===== config.mk =====
export PLATFORM = sky130hd
export DESIGN_NAME = arl_top
export DESIGN_NICKNAME = d
export VERILOG_FILES = /design/src/arl_pkg.sv /design/src/arl_top.sv
export SDC_FILE = /design/constraint.sdc
export NUM_CORES = 2
export LEC_CHECK = 0
export BUFFER_PORTS_ARGS = -buffer_cell sky130_fd_sc_hd__buf_2
export CORE_ASPECT_RATIO = 0.7
export CORE_MARGIN = 3
export CORE_UTILIZATION = 50
export DETAILED_ROUTE_END_ITERATION = 10
export PLACE_DENSITY = 0.69
export SYNTH_ARGS = -nofsm -noshare
export SYNTH_HDL_FRONTEND = slang
export SYNTH_SLANG_ARGS = --single-unit
export TNS_END_PERCENT = 10

===== constraint.sdc =====
create_clock -name mclk_i -period 2.9 [get_ports mclk_i]
set_clock_uncertainty 0.2 [all_clocks]
set_input_delay 0.58 -clock mclk_i [delete_from_list [all_inputs] [get_ports mclk_i]]
set_output_delay 0.58 -clock mclk_i [all_outputs]
set_load 0.1 [all_outputs]

===== src/arl_pkg.sv =====
// =============================================================
// Result, limit and zero crossing stage: shared definitions
// =============================================================
package arl_pkg;

    // =========================================================
    // Geometry
    // =========================================================
    localparam int ARL_SLOTS = 8;
    localparam int ARL_SLOT_W = 3;
    localparam int ARL_RAW_W = 12;
    localparam int ARL_REG_W = 16;
    localparam int ARL_ADDR_W = 6;

    // =========================================================
    // Field layout shared by result, offset and limit registers
    // =========================================================
    localparam int ARL_FLD_LSB = 3;
    localparam int ARL_FLD_MSB = 14;
    localparam int ARL_SIGN_BIT = 15;
    localparam logic [2:0] ARL_LOW_PAD = 3'h0;

    // =========================================================
    // Reset and disable values of the limits, reset values of offset and result
    // =========================================================
    localparam logic [15:0] ARL_HI_DISABLE = 16'h7ff8;
    localparam logic [15:0] ARL_LO_DISABLE = 16'h0000;
    localparam logic [15:0] ARL_OFS_RESET = 16'h0000;
    localparam logic [15:0] ARL_RES_RESET = 16'h0000;

    // =========================================================
    // Register map: addr[5:3] selects a group, addr[2:0] a slot, or a register in the misc group
    // =========================================================
    localparam logic [2:0] ARL_GRP_MISC = 3'h0;
    localparam logic [2:0] ARL_GRP_RESULT = 3'h1;
    localparam logic [2:0] ARL_GRP_LOWER = 3'h2;
    localparam logic [2:0] ARL_GRP_UPPER = 3'h3;
    localparam logic [2:0] ARL_GRP_OFFSET = 3'h4;

    localparam logic [2:0] ARL_MISC_LSTAT = 3'h0;
    localparam logic [2:0] ARL_MISC_ZCSTAT = 3'h1;
    localparam logic [2:0] ARL_MISC_CTRL = 3'h2;
    localparam logic [2:0] ARL_MISC_ZCC = 3'h3;
    localparam logic [2:0] ARL_MISC_SUMMARY = 3'h4;

    // Interrupt enable bits, also the summary flag positions
    localparam int ARL_UPPER_BIT = 0;
    localparam int ARL_LOWER_BIT = 1;
    localparam int ARL_ZC_BIT = 2;
    localparam int ARL_CTRL_W = 3;

    // =========================================================
    // Edge select encodings, two bits per slot
    // =========================================================
    localparam logic [1:0] ARL_ZC_OFF = 2'h0;
    localparam logic [1:0] ARL_ZC_POS_TO_NEG = 2'h1;
    localparam logic [1:0] ARL_ZC_NEG_TO_POS = 2'h2;
    localparam logic [1:0] ARL_ZC_ANY = 2'h3;

    // One converter lane: end-of-conversion strobe, slot, raw code
    typedef struct packed {
        logic done;
        logic [ARL_SLOT_W-1:0] slot;
        logic [ARL_RAW_W-1:0] raw;
    } arl_conv_t;

endpackage


===== src/arl_top.sv =====
// Added by the designer: the register addresses and strobed register access.
`timescale 1ns/1ps
module arl_top
    import arl_pkg::*;
(
    input wire logic mclk_i,
    input wire logic rst_n_i,
    input wire arl_conv_t conv_a_i,
    input wire arl_conv_t conv_b_i,
    input wire logic lockstep_parallel_i,
    input wire logic [ARL_ADDR_W-1:0] addr_i,
    input wire logic [ARL_REG_W-1:0] wdata_i,
    input wire logic wr_i,
    input wire logic rd_i,
    output logic [ARL_REG_W-1:0] rdata_o,
    output logic upper_irq_o,
    output logic lower_irq_o,
    output logic sign_change_irq_o
);

    localparam int FW = ARL_FLD_MSB - ARL_FLD_LSB + 1;
    localparam logic [FW-1:0] HI_FIELD_RESET = ARL_HI_DISABLE[ARL_FLD_MSB:ARL_FLD_LSB];
    localparam logic [FW-1:0] LO_FIELD_RESET = ARL_LO_DISABLE[ARL_FLD_MSB:ARL_FLD_LSB];
    localparam logic [FW-1:0] OFS_FIELD_RESET = ARL_OFS_RESET[ARL_FLD_MSB:ARL_FLD_LSB];

    // =========================================================
    // Bus field positions
    // =========================================================
    // Status words: upper bits fill the high byte, lower bits the low byte
    localparam int LO_BYTE_MSB = ARL_SLOTS - 1;
    localparam int HI_BYTE_LSB = ARL_SLOTS;
    localparam int HI_BYTE_MSB = 2 * ARL_SLOTS - 1;
    localparam int IDX_MSB = ARL_SLOT_W - 1;
    localparam int GRP_LSB = ARL_SLOT_W;
    localparam int ZC_PAD_W = ARL_REG_W - ARL_SLOTS;
    localparam int CTRL_PAD_W = ARL_REG_W - ARL_CTRL_W;

    // =========================================================
    // Storage
    // =========================================================
    logic [ARL_SLOTS-1:0][ARL_REG_W-1:0] result_r;
    logic [ARL_SLOTS-1:0][FW-1:0] lower_r;
    logic [ARL_SLOTS-1:0][FW-1:0] upper_r;
    logic [ARL_SLOTS-1:0][FW-1:0] offset_r;
    logic [ARL_SLOTS-1:0] upper_stat_r;
    logic [ARL_SLOTS-1:0] lower_stat_r;
    logic [ARL_SLOTS-1:0] zc_stat_r;
    logic [ARL_SLOTS-1:0] prev_neg_r;
    logic [2*ARL_SLOTS-1:0] zcc_r;
    logic [ARL_CTRL_W-1:0] ctrl_r;
    logic [ARL_REG_W-1:0] rdata_r;

    // =========================================================
    // Bus decode
    // =========================================================
    logic [2:0] grp;
    logic [2:0] idx;
    logic wr_misc;
    logic [ARL_SLOTS-1:0] wr_result;
    logic [ARL_SLOTS-1:0] wr_lower;
    logic [ARL_SLOTS-1:0] wr_upper;
    logic [ARL_SLOTS-1:0] wr_offset;
    logic [FW-1:0] wfield;

    assign grp = addr_i[ARL_ADDR_W-1:GRP_LSB];
    assign idx = addr_i[IDX_MSB:0];
    assign wr_misc = wr_i && (grp == ARL_GRP_MISC);
    // Reserved bits of the written word are dropped here
    assign wfield = wdata_i[ARL_FLD_MSB:ARL_FLD_LSB];

    // =========================================================
    // Lane B slot: in lockstep mode it pairs with lane A, plus 4
    // =========================================================
    logic [ARL_SLOT_W-1:0] slot_b;

    // Lane A runs slots 0..3, lane B mirrors it in 4..7
    assign slot_b = lockstep_parallel_i ? {1'b1, conv_a_i.slot[ARL_SLOT_W-2:0]}
                                        : conv_b_i.slot;

    // =========================================================
    // Per-slot datapath
    // =========================================================
    logic [ARL_SLOTS-1:0] conv_hit;
    logic [ARL_SLOTS-1:0][FW:0] conv_diff;
    logic [ARL_SLOTS-1:0][FW:0] sw_diff;
    logic [ARL_SLOTS-1:0] upper_set;
    logic [ARL_SLOTS-1:0] lower_set;
    logic [ARL_SLOTS-1:0] zc_set;

    genvar n;
    generate
        for (n = 0; n < ARL_SLOTS; n++) begin : g_slot
            logic hit_a;
            logic hit_b;
            logic [FW-1:0] raw;
            logic now_neg;
            logic [1:0] sel;

            assign hit_a = conv_a_i.done && (conv_a_i.slot == ARL_SLOT_W'(n));
            assign hit_b = conv_b_i.done && (slot_b == ARL_SLOT_W'(n));
            assign conv_hit[n] = hit_a || hit_b;
            assign raw = hit_a ? conv_a_i.raw : conv_b_i.raw;

            // One bit wider than the field so the borrow becomes the sign
            assign conv_diff[n] = {1'b0, raw} - {1'b0, offset_r[n]};
            assign sw_diff[n] = {1'b0, wfield} - {1'b0, offset_r[n]};

            assign wr_result[n] = wr_i && (grp == ARL_GRP_RESULT) && (idx == 3'(n));
            assign wr_lower[n] = wr_i && (grp == ARL_GRP_LOWER) && (idx == 3'(n));
            assign wr_upper[n] = wr_i && (grp == ARL_GRP_UPPER) && (idx == 3'(n));
            assign wr_offset[n] = wr_i && (grp == ARL_GRP_OFFSET) && (idx == 3'(n));

            // Limits look at the uncorrected code, own pair only
            assign upper_set[n] = conv_hit[n]
                                  && (upper_r[n] != HI_FIELD_RESET)
                                  && (raw > upper_r[n]);
            assign lower_set[n] = conv_hit[n]
                                  && (lower_r[n] != LO_FIELD_RESET)
                                  && (raw < lower_r[n]);

            assign now_neg = conv_diff[n][FW];
            assign sel = zcc_r[2*n+1 -: 2];

            always_comb begin
                case (sel)
                    ARL_ZC_POS_TO_NEG: zc_set[n] = conv_hit[n] && !prev_neg_r[n] && now_neg;
                    ARL_ZC_NEG_TO_POS: zc_set[n] = conv_hit[n] && prev_neg_r[n] && !now_neg;
                    ARL_ZC_ANY: zc_set[n] = conv_hit[n] && (prev_neg_r[n] != now_neg);
                    default: zc_set[n] = 1'b0;
                endcase
            end
        end
    endgenerate

    // =========================================================
    // Result registers
    // =========================================================
    always_ff @(posedge mclk_i or negedge rst_n_i) begin
        if (!rst_n_i) begin
            result_r <= '{default: ARL_RES_RESET};
        end else begin
            for (int i = 0; i < ARL_SLOTS; i++) begin
                // A finishing conversion outranks a software write
                if (conv_hit[i]) begin
                    result_r[i] <= {conv_diff[i], ARL_LOW_PAD};
                end else if (wr_result[i]) begin
                    result_r[i] <= {sw_diff[i], ARL_LOW_PAD};
                end
            end
        end
    end

    // =========================================================
    // Previous sign memory
    // =========================================================
    always_ff @(posedge mclk_i or negedge rst_n_i) begin
        if (!rst_n_i) begin
            prev_neg_r <= '0;
        end else begin
            for (int i = 0; i < ARL_SLOTS; i++) begin
                // Only conversions move it, so a software result write never fakes a crossing
                if (conv_hit[i]) begin
                    prev_neg_r[i] <= conv_diff[i][FW];
                end
            end
        end
    end

    // =========================================================
    // Limit and offset registers
    // =========================================================
    // The all-ones field doubles as the disable code, so no sample can exceed it
    always_ff @(posedge mclk_i or negedge rst_n_i) begin
        if (!rst_n_i) begin
            upper_r <= '{default: HI_FIELD_RESET};
        end else begin
            for (int i = 0; i < ARL_SLOTS; i++) begin
                if (wr_upper[i]) begin
                    upper_r[i] <= wfield;
                end
            end
        end
    end

    always_ff @(posedge mclk_i or negedge rst_n_i) begin
        if (!rst_n_i) begin
            lower_r <= '{default: LO_FIELD_RESET};
        end else begin
            for (int i = 0; i < ARL_SLOTS; i++) begin
                if (wr_lower[i]) begin
                    lower_r[i] <= wfield;
                end
            end
        end
    end

    // A new offset only affects later conversions and result writes; stored results keep theirs
    always_ff @(posedge mclk_i or negedge rst_n_i) begin
        if (!rst_n_i) begin
            offset_r <= '{default: OFS_FIELD_RESET};
        end else begin
            for (int i = 0; i < ARL_SLOTS; i++) begin
                if (wr_offset[i]) begin
                    offset_r[i] <= wfield;
                end
            end
        end
    end

    // =========================================================
    // Control and edge select
    // =========================================================
    logic wr_ctrl;
    logic wr_zcc;

    assign wr_ctrl = wr_misc && (idx == ARL_MISC_CTRL);
    assign wr_zcc = wr_misc && (idx == ARL_MISC_ZCC);

    always_ff @(posedge mclk_i or negedge rst_n_i) begin
        if (!rst_n_i) begin
            ctrl_r <= '0;
        end else if (wr_ctrl) begin
            // Enables gate the requests only; status keeps collecting while off
            ctrl_r <= wdata_i[ARL_CTRL_W-1:0];
        end
    end

    always_ff @(posedge mclk_i or negedge rst_n_i) begin
        if (!rst_n_i) begin
            zcc_r <= '0;
        end else if (wr_zcc) begin
            zcc_r <= wdata_i;
        end
    end

    // =========================================================
    // Sticky status, write one to clear, set wins
    // =========================================================
    logic [ARL_SLOTS-1:0] upper_clr;
    logic [ARL_SLOTS-1:0] lower_clr;
    logic [ARL_SLOTS-1:0] zc_clr;

    logic clr_lstat;
    logic clr_zcstat;

    assign clr_lstat = wr_misc && (idx == ARL_MISC_LSTAT);
    assign clr_zcstat = wr_misc && (idx == ARL_MISC_ZCSTAT);
    assign upper_clr = clr_lstat ? wdata_i[HI_BYTE_MSB:HI_BYTE_LSB] : '0;
    assign lower_clr = clr_lstat ? wdata_i[LO_BYTE_MSB:0] : '0;
    // The reserved high byte of the sign status word clears nothing
    assign zc_clr = clr_zcstat ? wdata_i[LO_BYTE_MSB:0] : '0;

    // Set is ORed in after the clear so a same-cycle event is never lost
    always_ff @(posedge mclk_i or negedge rst_n_i) begin
        if (!rst_n_i) begin
            upper_stat_r <= '0;
        end else begin
            upper_stat_r <= (upper_stat_r & ~upper_clr) | upper_set;
        end
    end

    always_ff @(posedge mclk_i or negedge rst_n_i) begin
        if (!rst_n_i) begin
            lower_stat_r <= '0;
        end else begin
            lower_stat_r <= (lower_stat_r & ~lower_clr) | lower_set;
        end
    end

    always_ff @(posedge mclk_i or negedge rst_n_i) begin
        if (!rst_n_i) begin
            zc_stat_r <= '0;
        end else begin
            zc_stat_r <= (zc_stat_r & ~zc_clr) | zc_set;
        end
    end

    // =========================================================
    // Summary flags and interrupt requests
    // =========================================================
    logic upper_summary_flag;
    logic lower_summary_flag;
    logic sign_change_summary_flag;

    // Flags drop only once every contributing bit has been cleared
    assign upper_summary_flag = |upper_stat_r;
    assign lower_summary_flag = |lower_stat_r;
    assign sign_change_summary_flag = |zc_stat_r;

    // Levels, not pulses: a request stays up until software clears every status bit or its enable bit
    assign upper_irq_o = upper_summary_flag && ctrl_r[ARL_UPPER_BIT];
    assign lower_irq_o = lower_summary_flag && ctrl_r[ARL_LOWER_BIT];
    assign sign_change_irq_o = sign_change_summary_flag && ctrl_r[ARL_ZC_BIT];

    // =========================================================
    // Read path: data valid only in the cycle after the strobe
    // =========================================================
    logic [ARL_REG_W-1:0] rdata_nxt;
    logic [ARL_REG_W-1:0] lstat_word;
    logic [ARL_REG_W-1:0] zcstat_word;
    logic [ARL_REG_W-1:0] ctrl_word;
    logic [ARL_REG_W-1:0] summary_word;
    logic [ARL_REG_W-1:0] lower_word;
    logic [ARL_REG_W-1:0] upper_word;
    logic [ARL_REG_W-1:0] offset_word;

    assign lstat_word = {upper_stat_r, lower_stat_r};
    assign zcstat_word = {{ZC_PAD_W{1'b0}}, zc_stat_r};
    assign ctrl_word = {{CTRL_PAD_W{1'b0}}, ctrl_r};
    assign summary_word = {{CTRL_PAD_W{1'b0}}, sign_change_summary_flag,
                           lower_summary_flag, upper_summary_flag};
    // Bit 15 and the pad are not stored, so they always read back as zero
    assign lower_word = {1'b0, lower_r[idx], ARL_LOW_PAD};
    assign upper_word = {1'b0, upper_r[idx], ARL_LOW_PAD};
    assign offset_word = {1'b0, offset_r[idx], ARL_LOW_PAD};

    always_comb begin
        rdata_nxt = '0;
        case (grp)
            ARL_GRP_MISC: begin
                case (idx)
                    ARL_MISC_LSTAT: rdata_nxt = lstat_word;
                    ARL_MISC_ZCSTAT: rdata_nxt = zcstat_word;
                    ARL_MISC_CTRL: rdata_nxt = ctrl_word;
                    ARL_MISC_ZCC: rdata_nxt = zcc_r;
                    ARL_MISC_SUMMARY: rdata_nxt = summary_word;
                    default: rdata_nxt = '0;
                endcase
            end
            ARL_GRP_RESULT: rdata_nxt = result_r[idx];
            ARL_GRP_LOWER: rdata_nxt = lower_word;
            ARL_GRP_UPPER: rdata_nxt = upper_word;
            ARL_GRP_OFFSET: rdata_nxt = offset_word;
            default: rdata_nxt = '0;
        endcase
    end

    always_ff @(posedge mclk_i or negedge rst_n_i) begin
        if (!rst_n_i) begin
            rdata_r <= '0;
        end else if (rd_i) begin
            rdata_r <= rdata_nxt;
        end else begin
            rdata_r <= '0;
        end
    end

    assign rdata_o = rdata_r;

endmodule


Yosys cells after proc, flatten, opt, wreduce, memory -nomap -nowiden
Cells that the tools add are included.
Storage, ports and cells
  flip-flop bits (word level): 483
  input bits: 59
Operators by class
  multiplexer cells: 47
  order comparisons: 17
  bitwise logic cells: 9
  reductions and logical operators: 179
  add/sub/neg operators: 16
  eq/ne operators: 65
Operators with widths (count)
  $mux W16: 18
  $sub A12 B12 Y13: 16
  $pmux W16 S5: 2
  $logic_and A1 B1 Y1: 132
  $mux W12: 11
  $bmux W12 S3: 3
  $gt A12 B12 Y1: 8
  $lt A12 B12 Y1: 8
  $ne A12 B12 Y1 const B: 8
  $reduce_bool A12 Y1: 8
  $bmux W16 S3: 1
  $eq A3 B3 Y1 const B: 13
  $eq A2 B2 Y1 const B: 16
  $and A8 B8 Y8: 3
  $eq A3 B2 Y1 const B: 8
  $mux W8: 3
  $not A8 Y8: 3
  $or A8 B8 Y8: 3
  $pmux W1 S3: 8
  $reduce_or A8 Y1: 3
  $eq A2 B1 Y1 const B: 8
  $logic_not A1 Y1: 16
  $reduce_bool A2 Y1: 8
  $eq A3 B1 Y1 const B: 4
  other kinds (5): 22

Longest topological paths before layout
  word-level depth: 8
  gate-level depth with buffers: 14

Worst setup path before layout
Ideal clock, no wire load.
  path type: in2reg
  start point: in conv_a_i[12] in the netlist's numbering
  end point: reg zc_stat_r[1]
  stages on the path: 12
  setup slack: -1.206 ns
  required time: 2.631 ns
  arrival time: 3.837 ns
  cells stage by stage: nor2b_1 -> nor2b_1 -> clkbuf_1 -> mux2_2 -> fa_1 -> a211o_1 -> o211ai_2 -> a21oi_1 -> a311oi_1 -> o21ai_0 -> or4b_1 -> nand3_1
Between the ends
  cells in the longest elaborated chain, start to end: 8
  elaborated cells on any way between the ends: 17
  classes of those cells: add/sub (1); eq/ne (3); mux (3); bitwise (1); reduce/logical (9)
RTL lines
  start, declared: line arl_top.sv:8  | input wire arl_conv_t conv_a_i,
  $eq A3 B1 Y1 / $mux W3 (equally long branches): line arl_top.sv:99, arl_top.sv:77
  $logic_and A1 B1 Y1 / $eq A3 B1 Y1 (equally long branches): line arl_top.sv:99, arl_top.sv:100
  $mux W12 / $logic_and A1 B1 Y1 (equally long branches): line arl_top.sv:102, arl_top.sv:100
  $sub A12 B12 Y13 / $logic_or A1 B1 Y1 (equally long branches): line arl_top.sv:105, arl_top.sv:101
  $ne A1 B1 Y1 (tied with other cells): line arl_top.sv:128  | ARL_ZC_ANY: zc_set[n] = conv_hit[n] && (prev_neg_r[n] != now_neg);
  $logic_and A1 B1 Y1, on equally long branches: line arl_top.sv:128, arl_top.sv:126, arl_top.sv:127
  $pmux W1 S3 *: line arl_top.sv:125  | case (sel)
  $or A8 B8 Y8 *: line arl_top.sv:274  | zc_stat_r <= (zc_stat_r & ~zc_clr) | zc_set;
  end signal, assigned: line arl_top.sv:274
  end, declared: line arl_top.sv:47  | logic [ARL_SLOTS-1:0] zc_stat_r;
Every way passes the cells marked *; elsewhere a longest branch is shown, timed or not.
A chain may end at the register's enable or synchronous reset.

Worst setup path in the final report
  start point: in conv_a_i[14] in the netlist's numbering
  end point: reg zc_stat_r[2]
Between the ends
  cells in the longest elaborated chain, start to end: 8
  elaborated cells on any way between the ends: 14
  classes of those cells: add/sub (1); eq/ne (2); mux (2); bitwise (1); reduce/logical (8)
RTL lines
  $eq A3 B2 Y1 *: line arl_top.sv:99  | assign hit_a = conv_a_i.done && (conv_a_i.slot == ARL_SLOT_W'(n));
  $logic_and A1 B1 Y1 *: line arl_top.sv:99
  $mux W12: line arl_top.sv:102  | assign raw = hit_a ? conv_a_i.raw : conv_b_i.raw;
  $sub A12 B12 Y13: line arl_top.sv:105  | assign conv_diff[n] = {1'b0, raw} - {1'b0, offset_r[n]};
  $ne A1 B1 Y1 / $logic_not A1 Y1 (equally long branches): line arl_top.sv:128, arl_top.sv:127
  $logic_and A1 B1 Y1, on equally long branches: line arl_top.sv:128, arl_top.sv:127
  $pmux W1 S3 *: line arl_top.sv:125
  $or A8 B8 Y8 *: line arl_top.sv:274
Marks and branches as above.

==> metrics <==
Final Util 0.650; final wirelength 165 mm; via count 35306; synth unique cells 83; Worst Setup End Kind register; CTS tree done; hold path startpoint wdata_i[0]; predominant post-synthesis flop cell dfrtp_1; post-synthesis net count 4226; RSZ-0062 raised after global routing true; register bit count reported by yosys 459; fin. max-slew vios 0; failing checks negative setup slack; post-route setup slack -498 ps; non-filler cells, final 5489; number of max-cap violations 0; share of flip-flops with an asynchronous set or reset 1.00; TritonCTS Buffers 51; Vias/cell 6.43; clock sink count 459; Warnings, synthesis 0; count of final hold-check violations 0; Layout area overhead 28.1%; Post-Synth XOR/XNOR Area 0.0285; routed len/inst 30.1 um; CP max stage delay 470 ps; multi-input logic area 23100 sq um; post-synthesis mux area share 0.153; crit share post-route 1.17; Core Area 70100 sq um; CP Data Required Time 3270 ps; syn avg cell area 9.43 sq um; Nets 4929; Clock Root Buffer clkbuf_16; Least-Margin Pin Slew 1170 ps; RePlAce Congestion 1.11; Top Ports 78; Residual DRC 0; post-route ant nets 0; Max FO, Critical Path 3; GRT Overall Usage 0.433; Slew headroom 0.215; layout cells sized above 1 0.329; status complete, but fails checks; Adder-Cell Fraction of Synth Area 0.141; CP Class in -> reg; Arr. time, crit path 3770 ps; Max clock buf depth 3; leading cell type in the layout, fill and taps excluded buf_4; Detailed Place HPWL 132 mm; Die W 325 um; clock-pin slew on the worst setup and hold paths 60 ps; critical path's slowest cell or4b_1; fin crit period 3400 ps; FMAX 0.294 GHz; first-pass GRT wire length 233 mm; row cnt 81; largest net degree at the start of global routing 69; drt initial violations 5207; cells after synthesis 3775; placed insts 5344; antenna violations before repair 13; PwrDens 636 nW/um^2; chip height 229 um; Register Area 11600 sq um; simple-gate share of the synthesized area 0.127; Worst VDD drop 0.545 mV; Setup violations, final 62; global route overflow 0; detailed-router iteration count before antenna repair 8; EDFF count, synth 0; Static Leakage 21.2 nW; main combinational cell family by area after synthesis compound AO/OA/AOI/OAI gates; initial core utilization 0.508; PortBufs 77; clk_lat worst skew 660 ps; CP startpoint kind primary input; most frequent cells in the layout 682 x buf_4, 375 x nand2_1, 360 x dfrtp_1; Netlist Area Pre-Place 35600 sq um; number of global-route vias before repair 32760; critical-path cell list buf_8 > nand2b_4 > and2b_2 > mux2i_2 > ha_2 > inv_2 > fa_2 > a211o_1 > a2111oi_4 > o31a_1 > o21bai_1 > a21o_1 > or4b_1 > nand3_1; H-tree depth 2; register area share after synthesis 0.326; Compound-Gate Fraction of Synth Area 0.174; die area 74500 sq um; worst min path class in -> reg; fillcell total 5674; critical path launch point conv_a_i[14]; FF-to-FF Start offset_r[24]$_DFFE_PN0P_
path summary, 6_finish.rpt:
path / end / cells past startpoint / slack [ps]
worst min-delay path: zcc_r[0]$_DFFE_PN0P_ / 2 / 90
worst min register to register: prev_neg_r[3]$_DFFE_PN0N_ / 2 / 300
min in group asynchronous: upper_stat_r[3]$_DFF_PN0_ / 2 / 290
max in group asynchronous: result_r[25]$_DFFE_PN0P_ / 3 / 1380
worst max-delay path: zc_stat_r[2]$_DFF_PN0_ / 14 / -500
worst max register to register: zc_stat_r[2]$_DFF_PN0_ / 10 / -240
power breakdown:
| part | switching (mW) | leakage (nW) | internal (mW) |
|---|---|---|---|
| logic | 6.32 | 14.9 | 5.36 |
| registers | 1.93 | 5.42 | 7.93 |
| clock network | 3.09 | 0.901 | 4.38 |
cells by family (layout without fill, tap and decap cells):
logic type,after synthesis,after routing
buffers and inverters,466,1210
muxes,393,393
other,0,16
adders and majority gates,392,392
and+or+nand+nor,954,954
xor gates and xnor gates,116,116
AOI/OAI and AO/OA,995,995
DFF,459,459
cell type report:
class                   instances  share of cell area
diodes                         16            0.000878
clock buffers                  62              0.0302
clock inverters                32              0.0105
inverters                     295              0.0243
multi-input cells            2850               0.507
flip-flops and latches        459               0.255
well taps                     954              0.0262
repair buffers                821               0.147
sequential cells by signal (all words and copies together) (netlist names):
name	cells
result_r	104
rdata_o	16
ctrl_r	3
offset_r	96
zc_stat_r	8
upper_r	96
lower_r	96
upper_stat_r	8
prev_neg_r	8
lower_stat_r	8
zcc_r	16
Yosys cell counts, types with 46 or more instances:
cell type,count,area share
a21oi_1,211,0.030
mux2_2,237,0.075
nand3_1,47,0.0066
o21ai_0,340,0.048
a21o_1,93,0.020
nor2_1,183,0.019
nand4_1,59,0.010
nor3_1,67,0.0094
xnor2_1,73,0.018
clkbuf_1,125,0.013
nor2b_1,51,0.0090
inv_1,295,0.031
mux4_2,98,0.062
mux2i_1,58,0.016
nand2b_1,46,0.0081
dfstp_2,96,0.071
a211oi_1,46,0.0097
o21a_1,62,0.013
nand2_1,380,0.040
dfrtp_1,363,0.26
ha_1,376,0.13
routing by layer:
layer  wire [um]  part of all wire  global-route usage  vias to the layer above
met1       69600              0.42               0.636                    17098
li1            -                 -                   -                    15220
met3       29900              0.18               0.211                      375
met5         147           0.00089              0.0460                        -
met4        6120             0.037               0.134                       10
met2       59400              0.36               0.543                     2603
metrics by stage:
stage	power, mW	setup TNS [ps]	instance area, sq um	worst slack (ps)	hold slack, ps
after global placement	20.3	-76180	42600	-1120	288
after floorplan	15.1	-27010	35800	-814	84.4
final	29.0	-8860	45600	-498	91.5
after detailed placement	20.5	-80580	42600	-1160	284
after global routing	30.1	-13800	45600	-572	93.6
after CTS	28.1	-7350	44900	-413	68.1
critical path: cells and delay by family:
kind                     cells  cell delay, ps
AO/OA/AOI/OAI                5            1220
AND/OR/NAND/NOR              4             960
adder cells (fa/ha/maj)      2             580
multiplexers                 1             290
buffers and inverters        2             140
repair_timing:
item,4_1_cts,5_1_grt
hold buffers,1,0
resized for setup,68,127
setup endpoints to repair,79,89
setup buffers,23,12
hold endpoints to repair,31,0
pin swaps,23,59
No activity file was read; power rests on OpenSTA's default activity.
